### config.mk
export PLATFORM = sky130hd
export DESIGN_NAME = pfb_flag_bank
export DESIGN_NICKNAME = d
export VERILOG_FILES = /design/src/pkg/pfb_pkg.sv /design/src/logic/pfb_flag_bank.sv /design/src/logic/pfb_flag_cell.sv /design/src/logic/pfb_irq_status.sv
export VERILOG_INCLUDE_DIRS = /design/src /design/src/pkg
export SDC_FILE = /design/constraint.sdc
export NUM_CORES = 1
export LEC_CHECK = 0
export ABC_AREA = 1
export ABC_CLOCK_PERIOD_IN_PS = 1740
export BUFFER_PORTS_ARGS = -buffer_cell sky130_fd_sc_hd__buf_4
export CORE_MARGIN = 2
export CORE_UTILIZATION = 47
export CTS_BUF_LIST = sky130_fd_sc_hd__clkbuf_8 sky130_fd_sc_hd__clkbuf_16
export CTS_CLUSTER_SIZE = 8
export DETAILED_ROUTE_END_ITERATION = 10
export GPL_TIMING_DRIVEN = 0
export PLACE_DENSITY_LB_ADDON = 0.15
export REMOVE_ABC_BUFFERS = 1
export SYNTH_ARGS = -nofsm -noshare
export SYNTH_HDL_FRONTEND = slang
export SYNTH_SLANG_ARGS = --single-unit
### constraint.sdc
create_clock -name clk_i -period 1.74 [get_ports clk_i]
set_clock_uncertainty 0.15 [all_clocks]
set_input_delay 0 -clock clk_i [delete_from_list [all_inputs] [get_ports clk_i]]
set_output_delay 0 -clock clk_i [all_outputs]
set_load 0.05 [all_outputs]
### src/pkg/pfb_defines.svh
// Constants of the peripheral interrupt flag bank: offsets, bit positions and reset values.
// Assumes it is included by its bare name from the design files and the testbench.
`ifndef PFB_DEFINES_SVH
`define PFB_DEFINES_SVH

// Byte addresses of the word registers on the register bus.
`define PFB_OFS_FLAG      8'h00
`define PFB_OFS_CTRL      8'h04
`define PFB_OFS_STAT      8'h08
`define PFB_OFS_MASK      8'h0C

// Bit positions inside the flag register and the status and mask registers.
`define PFB_BIT_PSP       7
`define PFB_BIT_CONV      6
`define PFB_BIT_RX        5
`define PFB_BIT_TX        4
`define PFB_BIT_SYNC      3
`define PFB_BIT_CCP       2
`define PFB_BIT_TMRB      1
`define PFB_BIT_TMRA      0

// Software may write these flag bits; the receive and transmit bits are read-only.
`define PFB_FLAG_WMASK    8'hCF

// Control register fields.
`define PFB_CTRL_PSP_BIT  0
`define PFB_CTRL_MODE_LO  1
`define PFB_CTRL_MODE_HI  2

// Reset values.
`define PFB_RST_FLAG      8'h00
`define PFB_RST_CTRL      8'h01
`define PFB_RST_STAT      8'h00
`define PFB_RST_MASK      8'h00

`endif

### src/pkg/pfb_pkg.sv
// Types shared by the peripheral interrupt flag bank.
// Assumes the defines header sits next to it on the include path.
package pfb_pkg;

    // Capture/compare unit mode as software selects it.
    typedef enum logic [1:0] {
        PFB_CCP_CAPTURE = 2'b00,
        PFB_CCP_COMPARE = 2'b01,
        PFB_CCP_PWM     = 2'b10,
        PFB_CCP_OFF     = 2'b11
    } pfb_ccp_mode_t;

    // One-cycle event strobes from the on-chip peripherals, all on clk_i.
    typedef struct packed {
        logic psp_access;
        logic conv_done;
        logic rx_load;
        logic rx_read;
        logic tx_drain;
        logic tx_write;
        logic sync_done;
        logic ccp_capture;
        logic ccp_compare;
        logic tmr_b_match;
        logic tmr_a_ovf;
    } pfb_evt_t;

endpackage

### src/logic/pfb_flag_bank.sv
// Peripheral interrupt flag bank one with a classic Wishbone register slave.
// Assumes peripherals give one-cycle strobes on clk_i and the bus master holds a request until ack.
//
// Implementation choices: the placing of the registers and the Wishbone register port.
`timescale 1ns/1ps
`default_nettype none
`include "pfb_defines.svh"

module pfb_flag_bank (
    input  wire logic            clk_i,
    input  wire logic            rst_i,
    input  wire logic            wb_cyc_i,
    input  wire logic            wb_stb_i,
    input  wire logic            wb_we_i,
    input  wire logic [7:0]      wb_adr_i,
    input  wire logic [3:0]      wb_sel_i,
    input  wire logic [31:0]     wb_dat_i,
    output var  logic [31:0]     wb_dat_o,
    output var  logic            wb_ack_o,
    input  wire pfb_pkg::pfb_evt_t evt_i,
    output var  logic [7:0]      flags_o,
    output var  logic            irq_o
);
    import pfb_pkg::*;

    function automatic logic addr_hit(input logic [7:0] adr, input logic [7:0] ofs);
        addr_hit = (adr == ofs);
    endfunction

    // Bus request and handshake.
    logic wb_req;
    logic ack_next;
    logic wr_fire;
    logic rd_take;

    assign wb_req   = wb_cyc_i & wb_stb_i;
    assign ack_next = wb_req & ~wb_ack_o;
    // Writes land on the edge where the master sees ack, once per request.
    assign wr_fire  = wb_req & wb_we_i & wb_ack_o & wb_sel_i[0];
    assign rd_take  = ack_next;

    // Address decode.
    logic hit_flag;
    logic hit_ctrl;
    logic hit_stat;
    logic hit_mask;
    logic hit_any;

    assign hit_flag = addr_hit(wb_adr_i, `PFB_OFS_FLAG);
    assign hit_ctrl = addr_hit(wb_adr_i, `PFB_OFS_CTRL);
    assign hit_stat = addr_hit(wb_adr_i, `PFB_OFS_STAT);
    assign hit_mask = addr_hit(wb_adr_i, `PFB_OFS_MASK);
    assign hit_any  = hit_flag | hit_ctrl | hit_stat | hit_mask;

    logic flag_we;
    logic ctrl_we;
    logic stat_we;
    logic mask_we;

    assign flag_we = wr_fire & hit_flag;
    assign ctrl_we = wr_fire & hit_ctrl;
    assign stat_we = wr_fire & hit_stat;
    assign mask_we = wr_fire & hit_mask;

    // Control register: parallel port present and capture/compare mode.
    logic [7:0]    ctrl_reg;
    logic          psp_present;
    pfb_ccp_mode_t ccp_mode;

    assign psp_present = ctrl_reg[`PFB_CTRL_PSP_BIT];
    assign ccp_mode    = pfb_ccp_mode_t'(ctrl_reg[`PFB_CTRL_MODE_HI:`PFB_CTRL_MODE_LO]);

    always_ff @(posedge clk_i) begin
        if (rst_i) begin
            ctrl_reg <= `PFB_RST_CTRL;
        end else if (ctrl_we) begin
            ctrl_reg <= {5'h00, wb_dat_i[2:0]};
        end
    end

    // Capture/compare event selection by mode; PWM and off never set it.
    logic ccp_hit;

    always_comb begin
        unique case (ccp_mode)
            PFB_CCP_CAPTURE: ccp_hit = evt_i.ccp_capture;
            PFB_CCP_COMPARE: ccp_hit = evt_i.ccp_compare;
            PFB_CCP_PWM:     ccp_hit = 1'b0;
            PFB_CCP_OFF:     ccp_hit = 1'b0;
        endcase
    end

    // Hardware set terms. No interrupt mask gates them, which is what makes polling work.
    logic [7:0] set_vec;
    logic [7:0] wr_vec;
    logic [7:0] wd_vec;
    logic [7:0] flag_val;

    assign set_vec[`PFB_BIT_PSP]  = evt_i.psp_access & psp_present;
    assign set_vec[`PFB_BIT_CONV] = evt_i.conv_done;
    assign set_vec[`PFB_BIT_RX]   = evt_i.rx_load;
    assign set_vec[`PFB_BIT_TX]   = evt_i.tx_drain;
    assign set_vec[`PFB_BIT_SYNC] = evt_i.sync_done;
    assign set_vec[`PFB_BIT_CCP]  = ccp_hit;
    assign set_vec[`PFB_BIT_TMRB] = evt_i.tmr_b_match;
    assign set_vec[`PFB_BIT_TMRA] = evt_i.tmr_a_ovf;

    // Sticky bits clear only by a software write. Receive and transmit bits
    // are read-only and follow their buffer strobes instead.
    // Without the parallel port the top bit is held clear every cycle.
    assign wr_vec[`PFB_BIT_PSP]  = flag_we | ~psp_present;
    assign wd_vec[`PFB_BIT_PSP]  = wb_dat_i[`PFB_BIT_PSP] & psp_present;
    assign wr_vec[`PFB_BIT_RX]   = evt_i.rx_read;
    assign wd_vec[`PFB_BIT_RX]   = 1'b0;
    assign wr_vec[`PFB_BIT_TX]   = evt_i.tx_write;
    assign wd_vec[`PFB_BIT_TX]   = 1'b0;
    assign wr_vec[`PFB_BIT_CONV] = flag_we;
    assign wd_vec[`PFB_BIT_CONV] = wb_dat_i[`PFB_BIT_CONV];
    assign wr_vec[3:0] = {4{flag_we}};
    assign wd_vec[3:0] = wb_dat_i[3:0];

    genvar gi;
    generate
        for (gi = 0; gi < 8; gi = gi + 1) begin : g_flag
            pfb_flag_cell u_cell (
                .clk_i (clk_i),
                .rst_i (rst_i),
                .set_i (set_vec[gi]),
                .wr_i  (wr_vec[gi]),
                .wd_i  (wd_vec[gi]),
                .q_o   (flag_val[gi])
            );
        end
    endgenerate

    assign flags_o = flag_val;

    // Each rising flag is an event for the sticky status register.
    logic [7:0] flag_dly_reg;
    logic [7:0] flag_rise;

    always_ff @(posedge clk_i) begin
        if (rst_i) begin
            flag_dly_reg <= `PFB_RST_FLAG;
        end else begin
            flag_dly_reg <= flag_val;
        end
    end

    assign flag_rise = flag_val & ~flag_dly_reg;

    logic [7:0] stat_val;
    logic [7:0] mask_val;
    logic [7:0] w1c_vec;

    assign w1c_vec = stat_we ? wb_dat_i[7:0] : 8'h00;

    pfb_irq_status u_irq (
        .clk_i     (clk_i),
        .rst_i     (rst_i),
        .evt_i     (flag_rise),
        .w1c_i     (w1c_vec),
        .mask_we_i (mask_we),
        .mask_wd_i (wb_dat_i[7:0]),
        .stat_o    (stat_val),
        .mask_o    (mask_val),
        .irq_o     (irq_o)
    );

    // Read mux; an unmapped address answers with ack and zero data.
    logic [7:0]  rd_byte;
    logic [31:0] rd_word;

    assign rd_byte = hit_flag ? flag_val :
                     hit_ctrl ? ctrl_reg :
                     hit_stat ? stat_val :
                     hit_mask ? mask_val : 8'h00;
    assign rd_word = (hit_any & ~wb_we_i) ? {24'h000000, rd_byte} : 32'h00000000;

    always_ff @(posedge clk_i) begin
        if (rst_i) begin
            wb_ack_o <= 1'b0;
            wb_dat_o <= 32'h00000000;
        end else begin
            wb_ack_o <= ack_next;
            if (rd_take) begin
                wb_dat_o <= rd_word;
            end
        end
    end

    logic psp_dly_reg;
    always_ff @(posedge clk_i) begin
        if (rst_i) begin
            psp_dly_reg <= 1'b0;
        end else begin
            psp_dly_reg <= psp_present;
        end
    end
endmodule

`default_nettype wire

### src/logic/pfb_flag_cell.sv
// One flag bit: set by hardware, loaded by a write or a clearing strobe.
// Assumes set and load are single-cycle signals on clk_i.
`timescale 1ns/1ps
`default_nettype none

module pfb_flag_cell (
    input  wire logic clk_i,
    input  wire logic rst_i,
    input  wire logic set_i,
    input  wire logic wr_i,
    input  wire logic wd_i,
    output var  logic q_o
);
    logic q_next;

    // A set arriving with a clearing write is kept, so no event is lost.
    assign q_next = set_i ? 1'b1 : (wr_i ? wd_i : q_o);

    always_ff @(posedge clk_i) begin
        if (rst_i) begin
            q_o <= 1'b0;
        end else begin
            q_o <= q_next;
        end
    end
endmodule

`default_nettype wire

### src/logic/pfb_irq_status.sv
// Sticky event status with write-one-to-clear, a mask and one level interrupt.
// Assumes events and clears are single-cycle vectors on clk_i.
`timescale 1ns/1ps
`default_nettype none
`include "pfb_defines.svh"

module pfb_irq_status (
    input  wire logic       clk_i,
    input  wire logic       rst_i,
    input  wire logic [7:0] evt_i,
    input  wire logic [7:0] w1c_i,
    input  wire logic       mask_we_i,
    input  wire logic [7:0] mask_wd_i,
    output var  logic [7:0] stat_o,
    output var  logic [7:0] mask_o,
    output var  logic       irq_o
);
    logic [7:0] stat_next;

    // The event term comes last so a set beats a clear in the same cycle.
    assign stat_next = (stat_o & ~w1c_i) | evt_i;

    always_ff @(posedge clk_i) begin
        if (rst_i) begin
            stat_o <= `PFB_RST_STAT;
            mask_o <= `PFB_RST_MASK;
            irq_o  <= 1'b0;
        end else begin
            stat_o <= stat_next;
            if (mask_we_i) begin
                mask_o <= mask_wd_i;
            end
            irq_o <= |(stat_o & mask_o);
        end
    end
endmodule

`default_nettype wire

==> impl_metrics.json, run 1 <==
{
  "use_met3_pct": 4.252,
  "status": "finished, final reports clean",
  "cpPeakStageDelay_ns": 0.35,
  "grt_pass1_vias": 1848,
  "wl_um": 4909,
  "power_switching_share_pct": 30.95,
  "p_seq_share_pct": 51.0,
  "power.switching_w": 0.0006679,
  "cts-htree-levels": 2,
  "port-buffer-count": 50,
  "insertion_delay_ns": 0.30,
  "num_vias": 2032,
  "yosysTopAreaCellShare_pct": 39.56,
  "initialDrtViolationCount": 113,
  "critPathLaunchType": "flip-flop",
  "layout-drive-gt1-share_pct": 22.13,
  "syn_area_per_cell_um2": 7.346,
  "grt_util_met2_pct": 33.23,
  "grt_pass1_wl_um": 8176,
  "synth.distinct_cells": 27,
  "dieWidth_um": 73.61,
  "crit_path_end_kind": "flip-flop",
  "relSlewSlack_pct": 30.47,
  "leakagePower_nw": 1.338,
  "seq_area_um2": 900.9,
  "ys_top_cells_by_count": "nand2_1 (61), dfxtp_1 (45), inv_1 (34)",
  "cts_tree": "built",
  "layout_worst_path_cycle_share_pct": 91.48,
  "p_int_w": 0.001490,
  "ys_warn_count": 0,
  "place_area_um2": 2521,
  "avgViaCountPerCell": 4.737,
  "synthCells": 310,
  "grt_overflow_total": 0,
  "fmaxAchievable_ghz": 0.6283,
  "final_nets": 434,
  "syn2layout_area_growth_pct": 24.34,
  "synth.most_common_cell": "nand2_1",
  "synth_largest_area_cell": "dfxtp_1",
  "clk_pin_slew_ns": 0.09,
  "synth_seq_cells": 45,
  "dr.pass1.iters": 4,
  "final_hold_viol_count": 0,
  "row_count": 25,
  "ir_worst_vdd_uv": 649.0,
  "cpMaxStageDelayCell": "dfxtp_1",
  "setup_viol": 0,
  "required_ns": 1.74,
  "finish.utilization_pct": 60.35,
  "initial_core_util_pct": 48.53,
  "async_flop_share_pct": 0,
  "grt.total_usage_pct": 19.70,
  "critPathTopFamily": "simple AND/OR/NAND/NOR gates",
  "cp_cell_sequence": "nand3_1 -> nor2_2 -> inv_1 -> nor2_4 -> inv_1 -> nand2_1 -> a21oi_1",
  "place_ws_ns": 0.02123,
  "grt_use_met1_pct": 25.11,
  "min_path_type": "in2reg",
  "setup_ws_ns": 0.1483,
  "cts_root_buffer": "clkbuf_8",
  "design_area_um2": 2831,
  "gp_congestion": 0.7770,
  "fillers": 465,
  "synth-edff-count": 0,
  "io_pins": 102,
  "p_per_area_nw_per_um2": 762.1,
  "cts_buffers": 5,
  "p_comb_share_pct": 18.7,
  "arrival_ns": 1.59,
  "clockPowerShare_pct": 30.4,
  "slew_viol_final": 0,
  "synth_ff_type": "dfxtp_1",
  "grt.busiest_layer": "met2",
  "rrSetupSlack_ns": 0.15,
  "cpMostUsedCell": "inv_1",
  "multiInputGateArea_um2": 1036,
  "die_h_um": 73.61,
  "post-route-min-period_ns": 1.592,
  "worst_slew_pin_slew_ns": 1.043,
  "cts_buffer_depth": 2,
  "rsz0062_at_grt": "no",
  "syn-cell-area_um2": 2277,
  "core_area_um2": 4692,
  "crit_buf_inv": 2,
  "ant_nets": 0,
  "drc": 0,
  "netlist_top_cells_area": "dfxtp_1 (40%), buf_4 (11%), nand2_1 (10%)",
  "path_class": "reg2reg",
  "wl_per_cell_um": 11.44,
  "n_antenna_cell": 0,
  "clock-sinks": 45,
  "maxCapViolCount": 0,
  "dp_hpwl_um": 3523,
  "die_area_um2": 5418,
  "grt_max_degree": 29,
  "antenna_found_initial": 0,
  "ys_seq_area_share_pct": 39.56,
  "crit_fanout": 6
}
==> tightest hold or removal path: stages <==
cell and delay [ns]:
buf_4 0.10, nand2_1 0.08, nor2_1 0.06, inv_2 0.13, nor2_1 0.05
==> power by group through the flow <==
stage                     combinational (W)  clock, W  sequential, W
final                              0.000403  0.000655        0.00110
after global routing               0.000436  0.000713        0.00111
after CTS                          0.000402  0.000677        0.00110
after detailed placement           0.000363         0        0.00112
after global placement             0.000360         0        0.00112
after floorplan                    0.000199         0        0.00117
==> metal layers <==
metal  up-vias  part of all wire [%]
met4         0                   1.4
met2        62                    49
li1       1064                     -
met3         6                   4.8
met1       900                    45
met5         -                     0
==> through the flow <==
stage | cells | setup TNS [ns] | total power, W | hold WS (ns)
after detailed placement | 399 | 0 | 0.001486 | 0.05320
after CTS | 428 | 0 | 0.002179 | 0.01093
final | 429 | 0 | 0.002158 | 0.01564
after floorplan | 295 | -0.08591 | 0.001365 | -0.08093
after global routing | 429 | 0 | 0.002255 | 0.04986
after global placement | 399 | 0 | 0.001483 | 0.04949
==> cells in the final DEF, fill, tap and decap left out, types with 3 or more instances in the layout <==
cell / Yosys / routed
inv_1: 34 / 34
buf_4: 33 / 51
o211ai_1: 3 / 3
dlygate4sd3_1: 0 / 20
dfxtp_1: 45 / 45
conb_1: 1 / 24
nor2_4: 4 / 4
a21oi_1: 27 / 27
nand2_1: 61 / 61
nand2_2: 5 / 5
nor2_2: 5 / 5
o22ai_1: 7 / 7
nand3_1: 13 / 13
o21ai_0: 20 / 20
clkbuf_8: 0 / 5
nor2_1: 31 / 31
==> cells by family (layout without fill, tap and decap cells) <==
logic type | after synthesis | in the layout | share of synthesized area, %
AND/OR/NAND/NOR | 124 | 124 | 25.44
buffers and inverters | 75 | 117 | 18.74
AO/OA/AOI/OAI | 65 | 65 | 16.10
flip-flops | 45 | 45 | 39.56
other | 1 | 24 | 0.1647
==> area by class of cell <==
class,count,area share (%)
Inverter,37,4.993
Sequential cell,45,31.82
Timing Repair Buffer,72,21.03
Multi-Input combinational cell,213,36.59
Clock inverter,3,0.7512
Tap cell,54,2.386
Clock buffer,5,2.430
==> timing repair <==
item / 4_1_cts / 5_1_grt
buffers inserted: 0 / 1
hold endpoints to repair: 42 / 0
hold buffers: 21 / 0
resized for setup: 0 / 1
setup endpoints to repair: 0 / 11
==> path summary, 6_finish.rpt <==
| path | startpoint | cells after the start | to |
|---|---|---|---|
| setup / recovery | wb_ack_o | 7 | g_flag[6].u_cell.q_o |
| hold / removal | wb_stb_i | 5 | wb_ack_o |
| setup reg to reg | wb_ack_o | 7 | g_flag[6].u_cell.q_o |
| hold reg to reg | flag_dly_reg[1] | 1 | u_irq.stat_o[1] |
No activity file was read; power rests on OpenSTA's default activity.
==> run 2, diff against run 1 <==
ABC_CLOCK_PERIOD_IN_PS = not set   (was 1740)
CORE_UTILIZATION = 46   (was 47)
CTS_BUF_LIST = not set   (was sky130_fd_sc_hd__clkbuf_8 sky130_fd_sc_hd__clkbuf_16)
==> run 2 against run 1 <==
Against the previous run:
- the flow now finishes with violations (negative hold slack)
- maximum frequency down 0.83%
- core utilization increased by 1.0 points
- clock power shrank 5.5%
- largest power group unchanged
- critical endpoint is now g_flag[0].u_cell.q_o
- flip-flop and latch count unchanged
- combinational power increased by 3%
- register-to-register slack barely moved
- global-route usage is 0.41 points higher
- critical path depth did not move
- sequential share of layout area shrank 0.89 points
==> impl_metrics.json, run 2 (synthesis results as in run 1) <==
{
  "layout_worst_path_cycle_share_pct": 92.24,
  "initialDrtViolationCount": 199,
  "cts_buffers": 5,
  "clock-sinks": 45,
  "dp_hpwl_um": 3524,
  "setup_ws_ns": 0.1350,
  "status": "finished, violations left",
  "setup_viol": 0,
  "p_seq_share_pct": 51.5,
  "relSlewSlack_pct": 42.05,
  "wl_um": 5269,
  "grt_max_degree": 31,
  "p_per_area_nw_per_um2": 732.3,
  "insertion_delay_ns": 0.29,
  "grt_overflow_total": 0,
  "antenna_found_initial": 0,
  "drc": 0,
  "cts_root_buffer": "clkbuf_8",
  "cts-htree-levels": 2,
  "cts_tree": "built",
  "design_area_um2": 2917,
  "ant_nets": 0,
  "place_ws_ns": -0.01276,
  "row_count": 25,
  "cpPeakStageDelay_ns": 0.35,
  "gp_congestion": 0.7897,
  "initial_core_util_pct": 47.89,
  "layout-drive-gt1-share_pct": 22.37,
  "cts_buffer_depth": 2,
  "leakagePower_nw": 1.366,
  "grt_pass1_wl_um": 8411,
  "p_comb_share_pct": 19.5,
  "path_class": "reg2reg",
  "num_vias": 2036,
  "die_h_um": 74.36,
  "r2r_cells": 7,
  "cp_cell_sequence": "nand3_2 -> nor2_4 -> inv_1 -> nor2_4 -> inv_1 -> nand2_1 -> a21oi_1",
  "grt_pass1_vias": 1846,
  "fin_cells": 447,
  "io_pins": 102,
  "mostFrequentLayoutCell": "nand2_1",
  "crit_fanout": 6,
  "fmaxAchievable_ghz": 0.6230,
  "ir_worst_vdd_uv": 528.1,
  "mostFrequentLayoutCells": "nand2_1 (61), buf_4 (51), dfxtp_1 (44)",
  "post-route-min-period_ns": 1.605,
  "wl_per_cell_um": 11.79,
  "final_nets": 440,
  "syn2layout_area_growth_pct": 28.08,
  "whs_ns": -0.02145,
  "rsz0062_at_grt": "no",
  "violations": "negative hold slack",
  "core_area_um2": 4755,
  "slew_viol_final": 0,
  "cpMaxStageDelayCell": "dfxtp_2",
  "n_antenna_cell": 0,
  "port-buffer-count": 50,
  "required_ns": 1.73,
  "p_int_w": 0.001492,
  "clockPowerShare_pct": 29.0,
  "critPathLaunchType": "flip-flop",
  "dr.pass1.iters": 7,
  "dieWidth_um": 74.36,
  "maxCapViolCount": 0,
  "place_area_um2": 2537,
  "arrival_ns": 1.60,
  "min_path_type": "in2reg",
  "power_switching_share_pct": 30.15,
  "clk_pin_slew_ns": 0.08,
  "avgViaCountPerCell": 4.555,
  "crit_path_end_kind": "flip-flop",
  "grt.total_usage_pct": 20.12,
  "power.switching_w": 0.0006439,
  "total_power_w": 0.002136,
  "die_area_um2": 5529,
  "final_hold_viol_count": 1,
  "whs_path_depth": 6,
  "worst_slew_pin_slew_ns": 0.8664,
  "dp_cells": 412
}
==> run 2: through the flow <==
| step | TNS (ns) | util [%] |
|---|---|---|
| finish | 0 | 61.34 |
| global route | 0 | 61.34 |
| CTS | 0 | 60.34 |
| detailed placement | -0.01276 | 53.37 |
| global placement | 0 | 53.37 |
| floorplan | -0.08591 | - |
==> run 2: power by group through the flow <==
stage	combinational [W]	sequential (W)	clock, W
after global routing	0.000451	0.00111	0.000681
after global placement	0.000359	0.00112	0
after floorplan	0.000199	0.00117	0
after CTS	0.000407	0.00110	0.000636
final	0.000417	0.00110	0.000619
after detailed placement	0.000362	0.00112	0
==> run 2: layout make-up <==
type / count / area [um2]
clock buffers: 6 / 72.57
clock inverters: 1 / 8.758
fillers: 468 / 1838
inverters: 37 / 141.4
multi-input cells: 213 / 1055
flip-flops and latches: 45 / 902.1
well taps: 67 / 83.83
repair buffers: 78 / 653.1
==> run 2: critical path, delay by kind of cell (launching register included) <==
kind                   cells  cell delay, ns
AO/OA/AOI/OAI              1            0.06
AND/OR/NAND/NOR            4            0.56
flip-flops                 1            0.35
buffers and inverters      2            0.34
==> run 2: worst paths after layout <==
| kind | start | end | slack, ns |
|---|---|---|---|
| setup / recovery | wb_ack_o | g_flag[0].u_cell.q_o | 0.13 |
| hold / removal | wb_we_i | wb_dat_o[1] | -0.02 |
| setup reg to reg | wb_ack_o | g_flag[0].u_cell.q_o | 0.13 |
| hold reg to reg | flag_dly_reg[5] | u_irq.stat_o[5] | 0.28 |
==> run 2: layer usage <==
metal / share of wire (%) / up-vias / routed length [um] / track usage, %
met5: 0 / - / 0 / 0
met4: 1.1 / 0 / 60 / 6.548
met3: 5.1 / 7 / 270 / 4.201
met2: 49 / 64 / 2579 / 33.14
met1: 45 / 893 / 2359 / 26.40
li1: - / 1072 / - / -
==> run 2: repair_timing <==
item / 4_1_cts / 5_1_grt
endpoints found under the setup margin: 0 / 7
endpoints found under the hold margin: 42 / 20
resized for setup: 0 / 5
buffers inserted: 0 / 1
hold buffers: 25 / 3
